--- src/rtl/wdt_regs_pkg.sv ---
// register map, field positions and config layouts of the watchdog regs
// assumes an 8-bit register space reached by a plain strobe port
package wdt_regs_pkg;

   // ************************************************************
   // register offsets
   // ************************************************************
   localparam logic [7:0] OFS_CFG1    = 8'h1c;
   localparam logic [7:0] OFS_CFG2    = 8'h1d;
   localparam logic [7:0] OFS_STATUS  = 8'h1e;
   localparam logic [7:0] OFS_SWRST   = 8'h1f;
   localparam logic [7:0] OFS_INTST   = 8'h22;
   localparam logic [7:0] OFS_INTMASK = 8'h23;

   // ************************************************************
   // field positions and reset values
   // ************************************************************
   localparam int STS_CLRFLAG = 4;
   localparam int STS_CLRCNT  = 2;
   localparam int SWRST_BIT   = 0;
   localparam int INT_RESTART = 0;
   localparam int INT_PULSE   = 1;

   localparam logic [7:0] RST_BYTE  = 8'h00;
   localparam logic [1:0] RST_CNT   = 2'h0;
   localparam logic [1:0] CNT_MAX   = 2'h3;
   localparam logic [1:0] CNT_STEP  = 2'h1;

   // ************************************************************
   // counter threshold codes and the count at which each fires
   // ************************************************************
   localparam logic [1:0] THR_OFF  = 2'h0;
   localparam logic [1:0] THR_ONE  = 2'h1;
   localparam logic [1:0] THR_TWO  = 2'h2;
   localparam logic [1:0] AT_ONE   = 2'h0;
   localparam logic [1:0] AT_TWO   = 2'h1;
   localparam logic [1:0] AT_FOUR  = 2'h3;

   // ************************************************************
   // config register layouts
   // ************************************************************
   typedef struct packed {
      logic [1:0] closeTime;
      logic [1:0] openTime;
      logic [1:0] longOpenTime;
      logic [1:0] resetCounterThreshold;
   } watchdogConfigOne_t;

   typedef struct packed {
      logic       configLockBit;
      logic [1:0] spare;
      logic       restartFlagModeBit;
      logic       nonvolatileReloadOnRestart;
      logic       triggerInputPulldownSel;
      logic       resetOutputPolarity;
      logic       resetOutputDriveType;
   } watchdogConfigTwo_t;

endpackage : wdt_regs_pkg

--- src/rtl/watchdog_control_status_regs.sv ---
// watchdog lock, restart flag, reset counter, output config, soft reset
// assumes the window timer on the same clock reports reset pulses and
// the nonvolatile image is presented steadily on the nvConfig ports
//
// Added by the designer: strobed register access.
`timescale 1ns/10ps

// Function
// - lock bit is sticky; only a reset returns it to zero
// - while locked, writes to both config registers are dropped
// - status register stays writable while locked
// - reload nonvolatile config on restart only when reload bit set
// - pull-down on trigger input follows the pull-down select bit
// - reset output active high at polarity zero, active low at one
// - drive type zero push-pull, one open-drain; reset loads it from the image
// - config defaults come from the nonvolatile image, except the lock bit, which resets to zero
// - flag clear bit makes one clear pulse, then reads zero
// - restart sets the flag; it holds until software clears it
// - counter clear bit makes a pulse that zeroes the counter
// - counter value reads in status bits one to zero
// - software reset restores defaults, reloads memory, self-clears
// - count reset pulses, restart at 1, 2 or 4; code 00 disables
module watchdog_control_status_regs #(
   parameter int ADDR_W = 8
) (
   input  wire logic                             clk,
   input  wire logic                             rst,
   input  wire logic [ADDR_W-1:0]                addr,
   input  wire logic [7:0]                       wrData,
   input  wire logic                             wrEn,
   input  wire logic                             rdEn,
   output      logic [7:0]                       rdData,
   input  wire wdt_regs_pkg::watchdogConfigOne_t nvConfigOne,
   input  wire wdt_regs_pkg::watchdogConfigTwo_t nvConfigTwo,
   input  wire logic                             resetPulse,
   input  wire logic                             resetActive,
   output      wdt_regs_pkg::watchdogConfigOne_t configOne,
   output      wdt_regs_pkg::watchdogConfigTwo_t configTwo,
   output      logic                             nvReadReq,
   output      logic                             systemRestartReq,
   output      logic                             watchdogResetOutput,
   output      logic                             watchdogResetOutputOe,
   output      logic                             triggerPulldownEn,
   output      logic                             irq
);

   // ************************************************************
   // parameter check
   // ************************************************************
   if (ADDR_W < 6) begin : gBadAddr
      $error("ADDR_W too narrow for the register map");
   end

   // ************************************************************
   // decode
   // ************************************************************
   function automatic logic regHit(input logic [ADDR_W-1:0] a,
                                   input logic [7:0] ofs);
      regHit = (a == ADDR_W'(ofs));
   endfunction : regHit

   function automatic logic [1:0] fireCount(input logic [1:0] thr);
      fireCount = (thr == wdt_regs_pkg::THR_ONE) ? wdt_regs_pkg::AT_ONE :
                  (thr == wdt_regs_pkg::THR_TWO) ? wdt_regs_pkg::AT_TWO :
                  wdt_regs_pkg::AT_FOUR;
   endfunction : fireCount

   logic [1:0] count;
   logic       restartFlag;
   logic       clrFlag;
   logic       clrCnt;
   logic [2:0] stsSpare;
   logic       swResetArm;
   logic [6:0] swSpare;
   logic [1:0] intStatus;
   logic [1:0] intMask;
   wdt_regs_pkg::watchdogConfigTwo_t wrCfgTwo;

   wire hitCfg1   = regHit(addr, wdt_regs_pkg::OFS_CFG1);
   wire hitCfg2   = regHit(addr, wdt_regs_pkg::OFS_CFG2);
   wire hitStatus = regHit(addr, wdt_regs_pkg::OFS_STATUS);
   wire hitSwrst  = regHit(addr, wdt_regs_pkg::OFS_SWRST);
   wire hitIntSt  = regHit(addr, wdt_regs_pkg::OFS_INTST);
   wire hitIntMk  = regHit(addr, wdt_regs_pkg::OFS_INTMASK);
   assign wrCfgTwo = wrData;

   wire locked    = configTwo.configLockBit;
   wire wrCfg1    = wrEn & hitCfg1 & ~locked;
   wire wrCfg2    = wrEn & hitCfg2 & ~locked;
   wire wrStatus  = wrEn & hitStatus;
   wire wrSwrst   = wrEn & hitSwrst;
   wire wrIntSt   = wrEn & hitIntSt;
   wire wrIntMk   = wrEn & hitIntMk;

   // ************************************************************
   // reset counter and restart decision
   // ************************************************************
   // a threshold lowered under the running count still fires
   wire [1:0] thr       = configOne.resetCounterThreshold;
   wire       thrHit    = resetPulse & (thr != wdt_regs_pkg::THR_OFF)
                          & (count >= fireCount(thr));
   wire       inhibit   = configTwo.restartFlagModeBit & restartFlag;
   wire       restartNow = thrHit & ~inhibit;
   wire       reloadNow  = restartNow
                           & configTwo.nonvolatileReloadOnRestart;

   // a clear and a pulse in one cycle leave the pulse counted
   wire [1:0] cntBase    = clrCnt ? wdt_regs_pkg::RST_CNT : count;
   wire [1:0] cntInc     = (cntBase == wdt_regs_pkg::CNT_MAX) ? cntBase :
                           cntBase + wdt_regs_pkg::CNT_STEP;
   wire [1:0] next_count = restartNow ? wdt_regs_pkg::RST_CNT :
                           resetPulse ? cntInc : cntBase;

   // set wins over clear
   wire next_restartFlag = restartNow | (restartFlag & ~clrFlag);

   wire [1:0] intEvents;
   assign intEvents[wdt_regs_pkg::INT_RESTART] = restartNow;
   assign intEvents[wdt_regs_pkg::INT_PULSE]   = resetPulse;
   wire [1:0] intW1c = wrIntSt ? wrData[1:0] : 2'h0;
   wire [1:0] next_intStatus = (intStatus & ~intW1c) | intEvents;

   // ************************************************************
   // read mux
   // ************************************************************
   wire [7:0] statusByte = {stsSpare, clrFlag, restartFlag, clrCnt,
                            count};
   wire [7:0] rdMux = hitCfg1   ? configOne :
                      hitCfg2   ? configTwo :
                      hitStatus ? statusByte :
                      hitSwrst  ? {swSpare, swResetArm} :
                      hitIntSt  ? {6'h00, intStatus} :
                      hitIntMk  ? {6'h00, intMask} :
                      wdt_regs_pkg::RST_BYTE;

   // ************************************************************
   // config registers
   // ************************************************************
   always_ff @(posedge clk) begin
      if (rst || swResetArm) begin
         configOne <= nvConfigOne;
         configTwo <= nvConfigTwo;
         configTwo.configLockBit <= 1'b0;
      end else if (reloadNow) begin
         configOne <= nvConfigOne;
         configTwo <= nvConfigTwo;
         configTwo.configLockBit <= locked;
      end else begin
         if (wrCfg1) begin
            configOne <= wrData;
         end
         if (wrCfg2) begin
            // once set, only a reset brings the lock back down
            configTwo <= wrData;
            configTwo.configLockBit <= locked | wrCfgTwo.configLockBit;
         end
      end
   end

   // ************************************************************
   // status, soft reset and interrupt registers
   // ************************************************************
   always_ff @(posedge clk) begin
      if (rst || swResetArm) begin
         count       <= wdt_regs_pkg::RST_CNT;
         restartFlag <= 1'b0;
         clrFlag     <= 1'b0;
         clrCnt      <= 1'b0;
         stsSpare    <= 3'h0;
         swSpare     <= 7'h00;
         intStatus   <= 2'h0;
         intMask     <= 2'h0;
      end else begin
         count       <= next_count;
         restartFlag <= next_restartFlag;
         clrFlag     <= wrStatus & wrData[wdt_regs_pkg::STS_CLRFLAG];
         clrCnt      <= wrStatus & wrData[wdt_regs_pkg::STS_CLRCNT];
         intStatus   <= next_intStatus;
         if (wrStatus) begin
            stsSpare <= wrData[7:5];
         end
         if (wrSwrst) begin
            swSpare <= wrData[7:1];
         end
         if (wrIntMk) begin
            intMask <= wrData[1:0];
         end
      end
   end

   always_ff @(posedge clk) begin
      if (rst) begin
         swResetArm <= 1'b0;
      end else begin
         swResetArm <= ~swResetArm & wrSwrst
                       & wrData[wdt_regs_pkg::SWRST_BIT];
      end
   end

   // ************************************************************
   // outputs
   // ************************************************************
   always_ff @(posedge clk) begin
      if (rst) begin
         rdData                <= wdt_regs_pkg::RST_BYTE;
         nvReadReq             <= 1'b0;
         systemRestartReq      <= 1'b0;
         watchdogResetOutput   <= 1'b0;
         watchdogResetOutputOe <= 1'b0;
      end else begin
         rdData           <= rdEn ? rdMux : wdt_regs_pkg::RST_BYTE;
         nvReadReq        <= swResetArm | reloadNow;
         systemRestartReq <= restartNow;
         watchdogResetOutput <= resetActive
                                ^ configTwo.resetOutputPolarity;
         // open-drain only pulls low
         watchdogResetOutputOe <= ~configTwo.resetOutputDriveType
                                  | ~(resetActive
                                  ^ configTwo.resetOutputPolarity);
      end
   end

   assign triggerPulldownEn = configTwo.triggerInputPulldownSel;
   assign irq = |(intStatus & ~intMask);
endmodule : watchdog_control_status_regs

--- config.mk ---
export PLATFORM = sky130hd
export DESIGN_NAME = watchdog_control_status_regs
export DESIGN_NICKNAME = d
export VERILOG_FILES = /design/src/rtl/wdt_regs_pkg.sv /design/src/rtl/watchdog_control_status_regs.sv
export SDC_FILE = /design/constraint.sdc
export NUM_CORES = 1
export LEC_CHECK = 0
export BUFFER_PORTS_ARGS = -buffer_cell sky130_fd_sc_hd__buf_2
export CAP_MARGIN = 20
export CELL_PAD_IN_SITES_DETAIL_PLACEMENT = 1
export CELL_PAD_IN_SITES_GLOBAL_PLACEMENT = 1
export CORE_ASPECT_RATIO = 0.7
export CORE_MARGIN = 1.5
export CORE_UTILIZATION = 36
export CTS_BUF_LIST = sky130_fd_sc_hd__clkbuf_8
export CTS_CLUSTER_DIAMETER = 150
export DETAILED_ROUTE_END_ITERATION = 10
export PLACE_DENSITY_LB_ADDON = 0.1
export SLEW_MARGIN = 30
export SYNTH_ARGS = -nofsm -noshare
export SYNTH_HDL_FRONTEND = slang
export SYNTH_SLANG_ARGS = --single-unit
--- constraint.sdc ---
create_clock -name clk -period 2.8 [get_ports clk]
set_input_delay 0.56 -clock clk [delete_from_list [all_inputs] [get_ports clk]]
set_output_delay 0.56 -clock clk [all_outputs]
set_load 0.05 [all_outputs]
Word-level counts from Yosys, hierarchy flattened
Index checks and enable logic that the tools add are counted.
{"block": "op_classes", "n_addsub": 1, "magnitude_cmp": 1, "eq_ne": 9, "mux": 18, "n_bitwise": 36, "n_reduce_logical": 8}
{"operator": "two-way mux 8 bit", "n": 7}
{"operator": "equality test 8 x 5 -> 1 bit (second input constant)", "n": 4}
{"operator": "two-way mux 7 bit", "n": 3}
{"operator": "AND 1 bit", "n": 18}
{"operator": "equality test 8 x 6 -> 1 bit (second input constant)", "n": 2}
{"operator": "two-way mux 2 bit", "n": 8}
{"operator": "inverter 1 bit", "n": 8}
{"operator": "nonzero test 3 bit", "n": 2}
{"operator": "OR reduction 2 bit", "n": 3}
{"operator": "AND 2 bit", "n": 2}
{"operator": "equality test 2 bit (second input constant)", "n": 2}
{"operator": "inverter 2 bit", "n": 2}
{"operator": "OR 1 bit", "n": 4}
{"operator": "adder 2 x 1 -> 2 bit (second input constant)", "n": 1}
{"operator": "equality test 2 x 1 -> 1 bit (second input constant)", "n": 1}
{"operator": ">= comparator 2 bit", "n": 1}
{"operator": "OR 2 bit", "n": 1}
{"operator": "AND reduction 2 bit", "n": 1}
{"operator": "nonzero test 2 bit", "n": 1}
{"operator": "logical OR 1 bit", "n": 1}
{"operator": "bitwise XOR 1 bit", "n": 1}
{"block": "word_totals", "register_bits": 48, "output_inout_bits": 30, "wordCells": 98}

Depth between registers and ports, before layout
Gate-level depths: netlist of the first run.
{"block": "logic_depth", "depth_word": 9, "ltp_mapped": 9, "depth_no_buf": 8}

Least setup slack after synthesis of the first run
OpenSTA, ideal clock, no wires.
{"block": "synth_path", "path_type": "input to register", "startpoint": "input port addr[5]", "endpoint": "register configOne[2] in the netlist's numbering (enable)", "setup_ns": 0.387, "t_arrival_ns": 2.474, "required_time_ns": 2.413, "setup_slack_ns": -0.061, "cell_stages": 5, "path_cell_list": "or4b_1 > buf_6 > or3_1 > clkbuf_1 > o31ai_1"}
{"block": "synth_via", "elab_chain_cells": 4}
{"item": "from (decl)", "line": "watchdog_control_status_regs.sv:28", "rtl": "input wire logic [ADDR_W-1:0] addr,"}
{"item": "equality test 8 x 5 -> 1 bit", "line": "watchdog_control_status_regs.sv:59", "rtl": "regHit = (a == ADDR_W'(ofs));"}
{"item": "AND 1 bit (2 in series)", "line": "watchdog_control_status_regs.sv:88", "rtl": "wire wrCfg1 = wrEn & hitCfg1 & ~locked;"}
{"item": "nonzero test 3 bit (no source line)"}
{"item": "to (signal assigned)", "line": "watchdog_control_status_regs.sv:141", "rtl": "configOne <= nvConfigOne;"}
{"item": "to (signal assigned)", "line": "watchdog_control_status_regs.sv:145", "rtl": "configOne <= nvConfigOne;"}
{"item": "to (signal assigned)", "line": "watchdog_control_status_regs.sv:150", "rtl": "configOne <= wrData;"}
{"item": "to (decl)", "line": "watchdog_control_status_regs.sv:37", "rtl": "output wdt_regs_pkg::watchdogConfigOne_t configOne,"}
Every way passes these cells.
A chain may end at the register's enable or synchronous reset.

Worst setup path in the final report of the first run
{"block": "layout_path", "startpoint": "register configOne (netlist bit thr[1])", "endpoint": "register configTwo[1] in the netlist's numbering (data pin)"}
{"block": "layout_via", "elab_chain_cells": 9, "elab_cells_between_ends": 12, "classes_between": "1 x order compare; 2 x eq/ne; 4 x mux; 4 x bitwise; 1 x reduce/logical"}
{"item": "equality test 2 bit", "line": "watchdog_control_status_regs.sv:64", "rtl": "(thr == wdt_regs_pkg::THR_TWO) ? wdt_regs_pkg::AT_TWO :"}
{"item": "two-way mux 2 bit", "line": "watchdog_control_status_regs.sv:64"}
{"item": "two-way mux 2 bit", "line": "watchdog_control_status_regs.sv:63", "rtl": "fireCount = (thr == wdt_regs_pkg::THR_ONE) ? wdt_regs_pkg::AT_ONE :"}
{"item": ">= comparator 2 bit", "line": "watchdog_control_status_regs.sv:101", "rtl": "& (count >= fireCount(thr));"}
{"item": "AND 1 bit (*)", "line": "watchdog_control_status_regs.sv:101"}
{"item": "AND 1 bit (*)", "line": "watchdog_control_status_regs.sv:103", "rtl": "wire restartNow = thrHit & ~inhibit;"}
{"item": "AND 1 bit (*)", "line": "watchdog_control_status_regs.sv:105", "rtl": "& configTwo.nonvolatileReloadOnRestart;"}
{"item": "two-way mux 7 bit (*)", "line": "watchdog_control_status_regs.sv:144", "rtl": "end else if (reloadNow) begin"}
{"item": "two-way mux 7 bit (*)", "line": "watchdog_control_status_regs.sv:140", "rtl": "if (rst || swResetArm) begin"}
{"item": "to (signal assigned)", "line": "watchdog_control_status_regs.sv:142", "rtl": "configTwo <= nvConfigTwo;"}
{"item": "to (signal assigned)", "line": "watchdog_control_status_regs.sv:146", "rtl": "configTwo <= nvConfigTwo;"}
{"item": "to (signal assigned)", "line": "watchdog_control_status_regs.sv:154", "rtl": "configTwo <= wrData;"}
{"item": "to (decl)", "line": "watchdog_control_status_regs.sv:38", "rtl": "output wdt_regs_pkg::watchdogConfigTwo_t configTwo,"}
Every way passes the cells marked *; elsewhere a longest branch is shown, timed or not.

==> results of run 1 <==
==> power by group <==
group          internal, W  switching [W]  total (W)
clock network     0.000199       0.000242   0.000442
registers         0.000761      0.0000279   0.000788
logic             0.000111       0.000233   0.000344
==> cells by family after synthesis <==
logic type | count (synthesis) | share of synthesized area [%]
simple gates | 66 | 15.7
flops | 48 | 49.5
compound gates | 35 | 11.6
mux | 34 | 16.1
buf+inv | 23 | 4.57
fa+ha+maj | 4 | 2.23
xor+xnor | 1 | 0.390
==> synthesized netlist by cell type (all sizes together), types with 2 or more instances <==
| cell type | instances | area share (%) |
|---|---|---|
| or3 | 2 | 0.56 |
| a31oi | 3 | 1.1 |
| inv | 13 | 2.2 |
| ha | 4 | 2.2 |
| clkbuf | 4 | 0.67 |
| nor2 | 34 | 5.7 |
| o21ai | 3 | 0.67 |
| a21o | 2 | 0.67 |
| nand2b | 5 | 1.4 |
| dfxtp | 33 | 29 |
| nor3 | 3 | 0.67 |
| nor2b | 2 | 0.56 |
| a21oi | 5 | 1.1 |
| nor4 | 4 | 2.5 |
| mux2 | 16 | 8.0 |
| buf | 6 | 1.7 |
| or4b | 2 | 0.89 |
| o22ai | 3 | 0.84 |
| edfxtp | 15 | 20 |
| a2111oi | 6 | 2.3 |
| and3 | 3 | 0.84 |
| a211oi | 3 | 1.0 |
| nand2 | 6 | 1.0 |
| or2 | 2 | 0.56 |
| mux2i | 18 | 8.0 |
==> cell type report <==
type                    instances  share of cell area, %
clock buffers                   6                   2.94
repair buffers                 76                   14.4
flip-flops and latches         48                   39.6
multi-input cells             140                   37.5
clock inverters                 2                  0.446
well taps                      75                   3.34
inverters                      13                   1.74
==> worst max-delay path, cell delays in order, from the launching register on <==
cell,delay [ns]
edfxtp_1,0.46
inv_1,0.11
ha_1,0.14
inv_1,0.04
ha_1,0.25
nand2b_1,0.16
a21o_1,0.22
a31oi_2,0.24
buf_4,0.27
mux2_2,0.35
==> final timing paths <==
check | startpoint | end | slack (ns) | cells past startpoint
setup / recovery | thr[1]$_DFFE_PP_ | configTwo[1]$_DFFE_PP_ | 0.28 | 9
hold / removal | rst | watchdogResetOutputOe$_SDFF_PP0_ | 0.50 | 2
setup reg to reg | thr[1]$_DFFE_PP_ | configTwo[1]$_DFFE_PP_ | 0.28 | 9
hold reg to reg | swSpare[6]$_SDFFE_PP0N_ | swSpare[6]$_SDFFE_PP0N_ | 0.50 | 2
==> layer usage <==
layer / wire (um) / vias to the layer above / share of wire (%)
li1: - / 909 / -
met1: 3270 / 910 / 51
met2: 2820 / 44 / 44
met3: 291 / 5 / 4.5
met4: 46 / 0 / 0.72
met5: 0 / - / 0
==> state kept, by name, indices dropped and copies added (netlist names) <==
register	cells
configOne	6
count	2
nvReadReq	1
intStatus	2
clrCnt	1
configTwo	6
thr	2
stsSpare	3
watchdogResetOutputOe	1
triggerPulldownEn	1
locked	1
swResetArm	1
swSpare	7
watchdogResetOutput	1
restartFlag	1
clrFlag	1
systemRestartReq	1
intMask	2
rdData	8
==> metrics by stage <==
stage | utilization, % | worst slack, ns | std cells | cell area (um^2) | TNS [ns]
4_1_cts | 47.7 | 0.284 | 360 | 2800 | 0
3_5_place_dp | 46.0 | -0.0222 | 352 | 2700 | -0.169
3_3_place_gp | 46.0 | -0.000903 | 352 | 2700 | -0.00272
5_1_grt | 47.8 | 0.140 | 360 | 2810 | 0
2_1_floorplan | - | 0.00885 | 211 | 2250 | 0
6_report | 47.8 | 0.285 | 360 | 2810 | 0
==> impl_metrics.env, run 1 <==
export IMPL_hold_viol_final=0
export IMPL_ys_seq_area_share_pct=49.5
export IMPL_period_share_pct=89.8
export IMPL_drt_first_pass_iters=4
export IMPL_cts_resized_gates=0
export IMPL_cts_made_buffers=5
export IMPL_fillers=687
export IMPL_nets=326
export IMPL_rsz0062_at_grt="false"
export IMPL_synth_seq_cells=48
export IMPL_port_buffers=66
export IMPL_syn_area_um2=2240
export IMPL_wl_per_cell_um=17.8
export IMPL_fmax_ghz=0.398
export IMPL_hold_buffers=0
export IMPL_vias=1868
export IMPL_layout_drive_gt1_share_pct=37.5
export IMPL_crit_required_ns=2.85
export IMPL_areaGrowthSynthToFinish_pct=25.0
export IMPL_die_area_um2=6730
export IMPL_cp_max_fo=11
export IMPL_post_dp_hpwl_um=4790
export IMPL_clock_sinks=48
export IMPL_ant_nets=0
export IMPL_grt_overflow=0
export IMPL_yosys_warnings=0
export IMPL_cts_tree="built"
export IMPL_drc=0
export IMPL_p_leak_nw=1.21
export IMPL_insertion_delay_ns=0.30
export IMPL_die_y_um=69.1
export IMPL_io_pins=68
export IMPL_final_max_slew_viol_count=0
export IMPL_gp_congestion=0.849
export IMPL_synth_edf_count=15
export IMPL_grtUsageMet1_pct=28.3
export IMPL_setup_violations=0
export IMPL_hold_ws_ns=0.500
export IMPL_maxSlewHeadroom_pct=60.5
export IMPL_synth_nets=253
export IMPL_layout_commonest_cell="buf_2"
export IMPL_syn_area_per_cell_um2=10.6
export IMPL_cts_buffer_depth=2
export IMPL_tightest_slew_ns=0.593
export IMPL_final_cell_mix="buf_2, nor2_1, dfxtp_1, mux2i_1, mux2_2"
export IMPL_routed_wirelength_um=6420
export IMPL_synthFlopType="dfxtp_1"
export IMPL_start_util_pct=38.2
export IMPL_htree_levels=2
export IMPL_clk_pin_slew_worst_paths_ns=0.10
export IMPL_cts_root_buf="clkbuf_8"
export IMPL_startpoint_type="flip-flop"
export IMPL_max_cap_violations=0
export IMPL_grt_busiest_layer="met2"
export IMPL_synth_cell_types=45
export IMPL_fin_skew_ns=0.0102
export IMPL_grt_pass1_wl_um=10300
export IMPL_core_area_um2=5870
export IMPL_grt_pass1_vias=1981
export IMPL_vdd_drop_max_mv=0.246
export IMPL_antenna_found_initial=0
export IMPL_hold_class="primary input to flip-flop"
export IMPL_powerDensity_nw_per_um2=561
export IMPL_grtUsageTotal_pct=19.7
export IMPL_grt_start_max_net_pins=19
export IMPL_avgViaCountPerCell=5.19
export IMPL_drt_iter0_markers=55
export IMPL_multiInputGateArea_um2=1050
export IMPL_rows=23
export IMPL_num_antenna_cells=0
export IMPL_crit_arrival_ns=2.57
export IMPL_gr_usage_met2_pct=31.3
export IMPL_status="complete, no violations"
export IMPL_critPathKind="flip-flop to flip-flop"
export IMPL_ys_async_sr_fraction_pct=0
export IMPL_syn_inst=211
export IMPL_use_met3_pct=3.65
export IMPL_seqCellArea_um2=1110
export IMPL_period_needed_ns=2.52
export IMPL_post_cts_setup_buffers=0
export IMPL_end_kind="flip-flop"
export IMPL_design_power_total_w=0.00157
export IMPL_die_w_um=97.4
Power figures use the tool's default switching activity.
==> run 2, diff against run 1 <==
CORE_ASPECT_RATIO = default   (was 0.7)
==> run 2 against run 1 <==
  * Register-to-register slack lost 0.04 ns
  * Setup slack got worse by 0.037 ns
  * Non-clock buffer count fell by 1
  * Hold slack worse by 0.015 ns
  * Cell count is 0.28% lower
  * Clock skew decreased by 0.0014 ns
  * Sequential cell count is the same
  * Critical endpoint is now configOne[3]$_DFFE_PP_
  * Largest power group unchanged
  * Highest routed layer unchanged
==> impl_metrics.env, run 2 (synthesized netlist as in run 1, its figures left out) <==
export IMPL_critical_path_max_stage_delay_ns=0.44
export IMPL_final_cell_mix="buf_2, nor2_1, dfxtp_1, mux2i_1, mux2_2"
export IMPL_critPathKind="flip-flop to flip-flop"
export IMPL_clock_sinks=48
export IMPL_r2r_start="thr[1]$_DFFE_PP_"
export IMPL_num_antenna_cells=0
export IMPL_max_cap_violations=0
export IMPL_drt_first_pass_iters=4
export IMPL_layout_setup_ws_ns=0.247
export IMPL_switchingPower_w=0.000493
export IMPL_clk_pin_slew_worst_paths_ns=0.09
export IMPL_cts_resized_gates=0
export IMPL_hold_viol_final=0
export IMPL_reg2reg_slack_ns=0.25
export IMPL_route_met2_wl_um=3130
export IMPL_die_y_um=82.0
export IMPL_maxSlewHeadroom_pct=68.8
export IMPL_fin_skew_ns=0.00884
export IMPL_end_kind="flip-flop"
export IMPL_die_w_um=82.0
export IMPL_cp_cell_sequence="inv_1 > ha_1 > inv_1 > ha_1 > nand2b_1 > a21o_1 > a31oi_2 > buf_4 > mux2_2"
export IMPL_rsz0062_at_grt="false"
export IMPL_crit_required_ns=2.85
export IMPL_drt_iter0_markers=51
export IMPL_routed_wirelength_um=6170
export IMPL_wl_met3_um=275
export IMPL_crit_start="thr[1]$_DFFE_PP_"
export IMPL_port_buffers=66
export IMPL_critPathSlowestCell="edfxtp_1"
export IMPL_cts_root_buf="clkbuf_8"
export IMPL_r2r_cells=9
export IMPL_gp_congestion=0.781
export IMPL_insertion_delay_ns=0.30
export IMPL_layout_commonest_cell="buf_2"
export IMPL_tightest_slew_ns=0.456
export IMPL_critPathCapture="configOne[3]$_DFFE_PP_"
export IMPL_startpoint_type="flip-flop"
export IMPL_status="complete, no violations"
export IMPL_grtUsageTotal_pct=19.8
export IMPL_areaGrowthSynthToFinish_pct=24.5
export IMPL_largest_registers="rdData x8, swSpare x7"
export IMPL_drt_met1_wl_um=2650
export IMPL_layout_drive_gt1_share_pct=37.0
export IMPL_rows=28
export IMPL_r2r_end="configOne[3]$_DFFE_PP_"
export IMPL_cts_made_buffers=5
export IMPL_switching_share_pct=30.3
export IMPL_period_needed_ns=2.55
export IMPL_ant_nets=0
export IMPL_io_pins=68
export IMPL_start_util_pct=37.7
export IMPL_avgViaCountPerCell=5.25
export IMPL_post_cts_setup_buffers=0
export IMPL_period_share_pct=91.2
export IMPL_nets=325
export IMPL_fin_setup_tns_ns=0
export IMPL_post_dp_hpwl_um=4670
export IMPL_hold_class="flip-flop to flip-flop"
export IMPL_cts_buffer_depth=2
export IMPL_crit_arrival_ns=2.61
export IMPL_htree_levels=2
export IMPL_grt_overflow=0
export IMPL_setup_violations=0
export IMPL_p_clk_share_pct=30.7
export IMPL_power_frac_comb_pct=20.9
export IMPL_final_max_slew_viol_count=0
export IMPL_p_int_w=0.00113
export IMPL_top_layer="met4"
export IMPL_fmax_ghz=0.392
export IMPL_powerDensity_nw_per_um2=581
export IMPL_drc=0
export IMPL_power_frac_seq_pct=48.4
export IMPL_p_leak_nw=1.21
export IMPL_vdd_drop_max_mv=0.248
export IMPL_vias=1883
export IMPL_grt_pass1_vias=1922
export IMPL_core_area_um2=5960
export IMPL_largest_register_ffs=8
export IMPL_post_place_ws_ns=0.259
export IMPL_grt_start_max_net_pins=18
export IMPL_cp_max_fo=8
export IMPL_wl_per_cell_um=17.2
export IMPL_antenna_found_initial=0
export IMPL_die_area_um2=6720
export IMPL_top_register="rdData"
export IMPL_grt_pass1_wl_um=9700
export IMPL_hold_buffers=0
export IMPL_cts_tree="built"
==> run 2: cell types whose count changed in the layout (fill, tap and decap cells not counted), sizes merged <==
cell    delta
clkbuf     -1
bufinv     +1
buf        -1
==> run 2: metrics by stage <==
step | cell area, um^2 | std cells | total power [W] | util [%] | hold WS, ns
2_1_floorplan | 2250 | 211 | 0.00103 | - | 0.440
3_3_place_gp | 2690 | 351 | 0.00114 | 45.1 | 0.469
3_5_place_dp | 2690 | 351 | 0.00115 | 45.1 | 0.482
4_1_cts | 2800 | 359 | 0.00164 | 46.9 | 0.495
5_1_grt | 2800 | 359 | 0.00170 | 46.9 | 0.500
6_report | 2800 | 359 | 0.00162 | 46.9 | 0.485
==> run 2: power groups by stage <==
stage	clock, W	combinational, W	sequential [W]
after floorplan	0	0.000140	0.000892
after global placement	0	0.000336	0.000802
after detailed placement	0	0.000342	0.000804
after CTS	0.000506	0.000343	0.000788
after global routing	0.000537	0.000367	0.000793
final	0.000499	0.000339	0.000787
==> run 2: how the worst min path moves through the flow <==
stage | from | depth (start not counted) | to | slack (ns)
3_3_place_gp | swSpare[6]$_SDFFE_PP0N_ | 2 | swSpare[6]$_SDFFE_PP0N_ | 0.47
4_1_cts | clrCnt$_SDFF_PP0_ | 1 | count[1]$_SDFF_PP0_ | 0.50
2_1_floorplan | clrCnt$_SDFF_PP0_ | 1 | count[1]$_SDFF_PP0_ | 0.44
6_report | clrCnt$_SDFF_PP0_ | 1 | count[1]$_SDFF_PP0_ | 0.49
5_1_grt | rst | 2 | watchdogResetOutputOe$_SDFF_PP0_ | 0.50
3_5_place_dp | clrCnt$_SDFF_PP0_ | 1 | count[1]$_SDFF_PP0_ | 0.48
==> run 2: routing by layer <==
metal / track usage, % / up-vias
met4: 7.29 / 0
li1: - / 910
met2: 35.3 / 64
met3: 2.89 / 10
met5: 0 / -
met1: 24.0 / 899
==> run 2: final cells by class <==
type | instances | area (um^2)
timing repair buffer | 75 | 398
inverter | 13 | 48.8
sequential | 48 | 1110
multi-input combinational | 140 | 1040
clock inverter | 3 | 38.8
fill | 696 | 3160
clock buffer | 5 | 68.8
tap | 75 | 93.8
==> run 2: worst max-delay path, delay by kind of cell (launching register included) <==
kind	cells	cell delay [ns]
simple gates	1	0.16
mux	1	0.35
buf+inv	3	0.39
compound gates	2	0.57
flops	1	0.44
fa+ha+maj	2	0.39
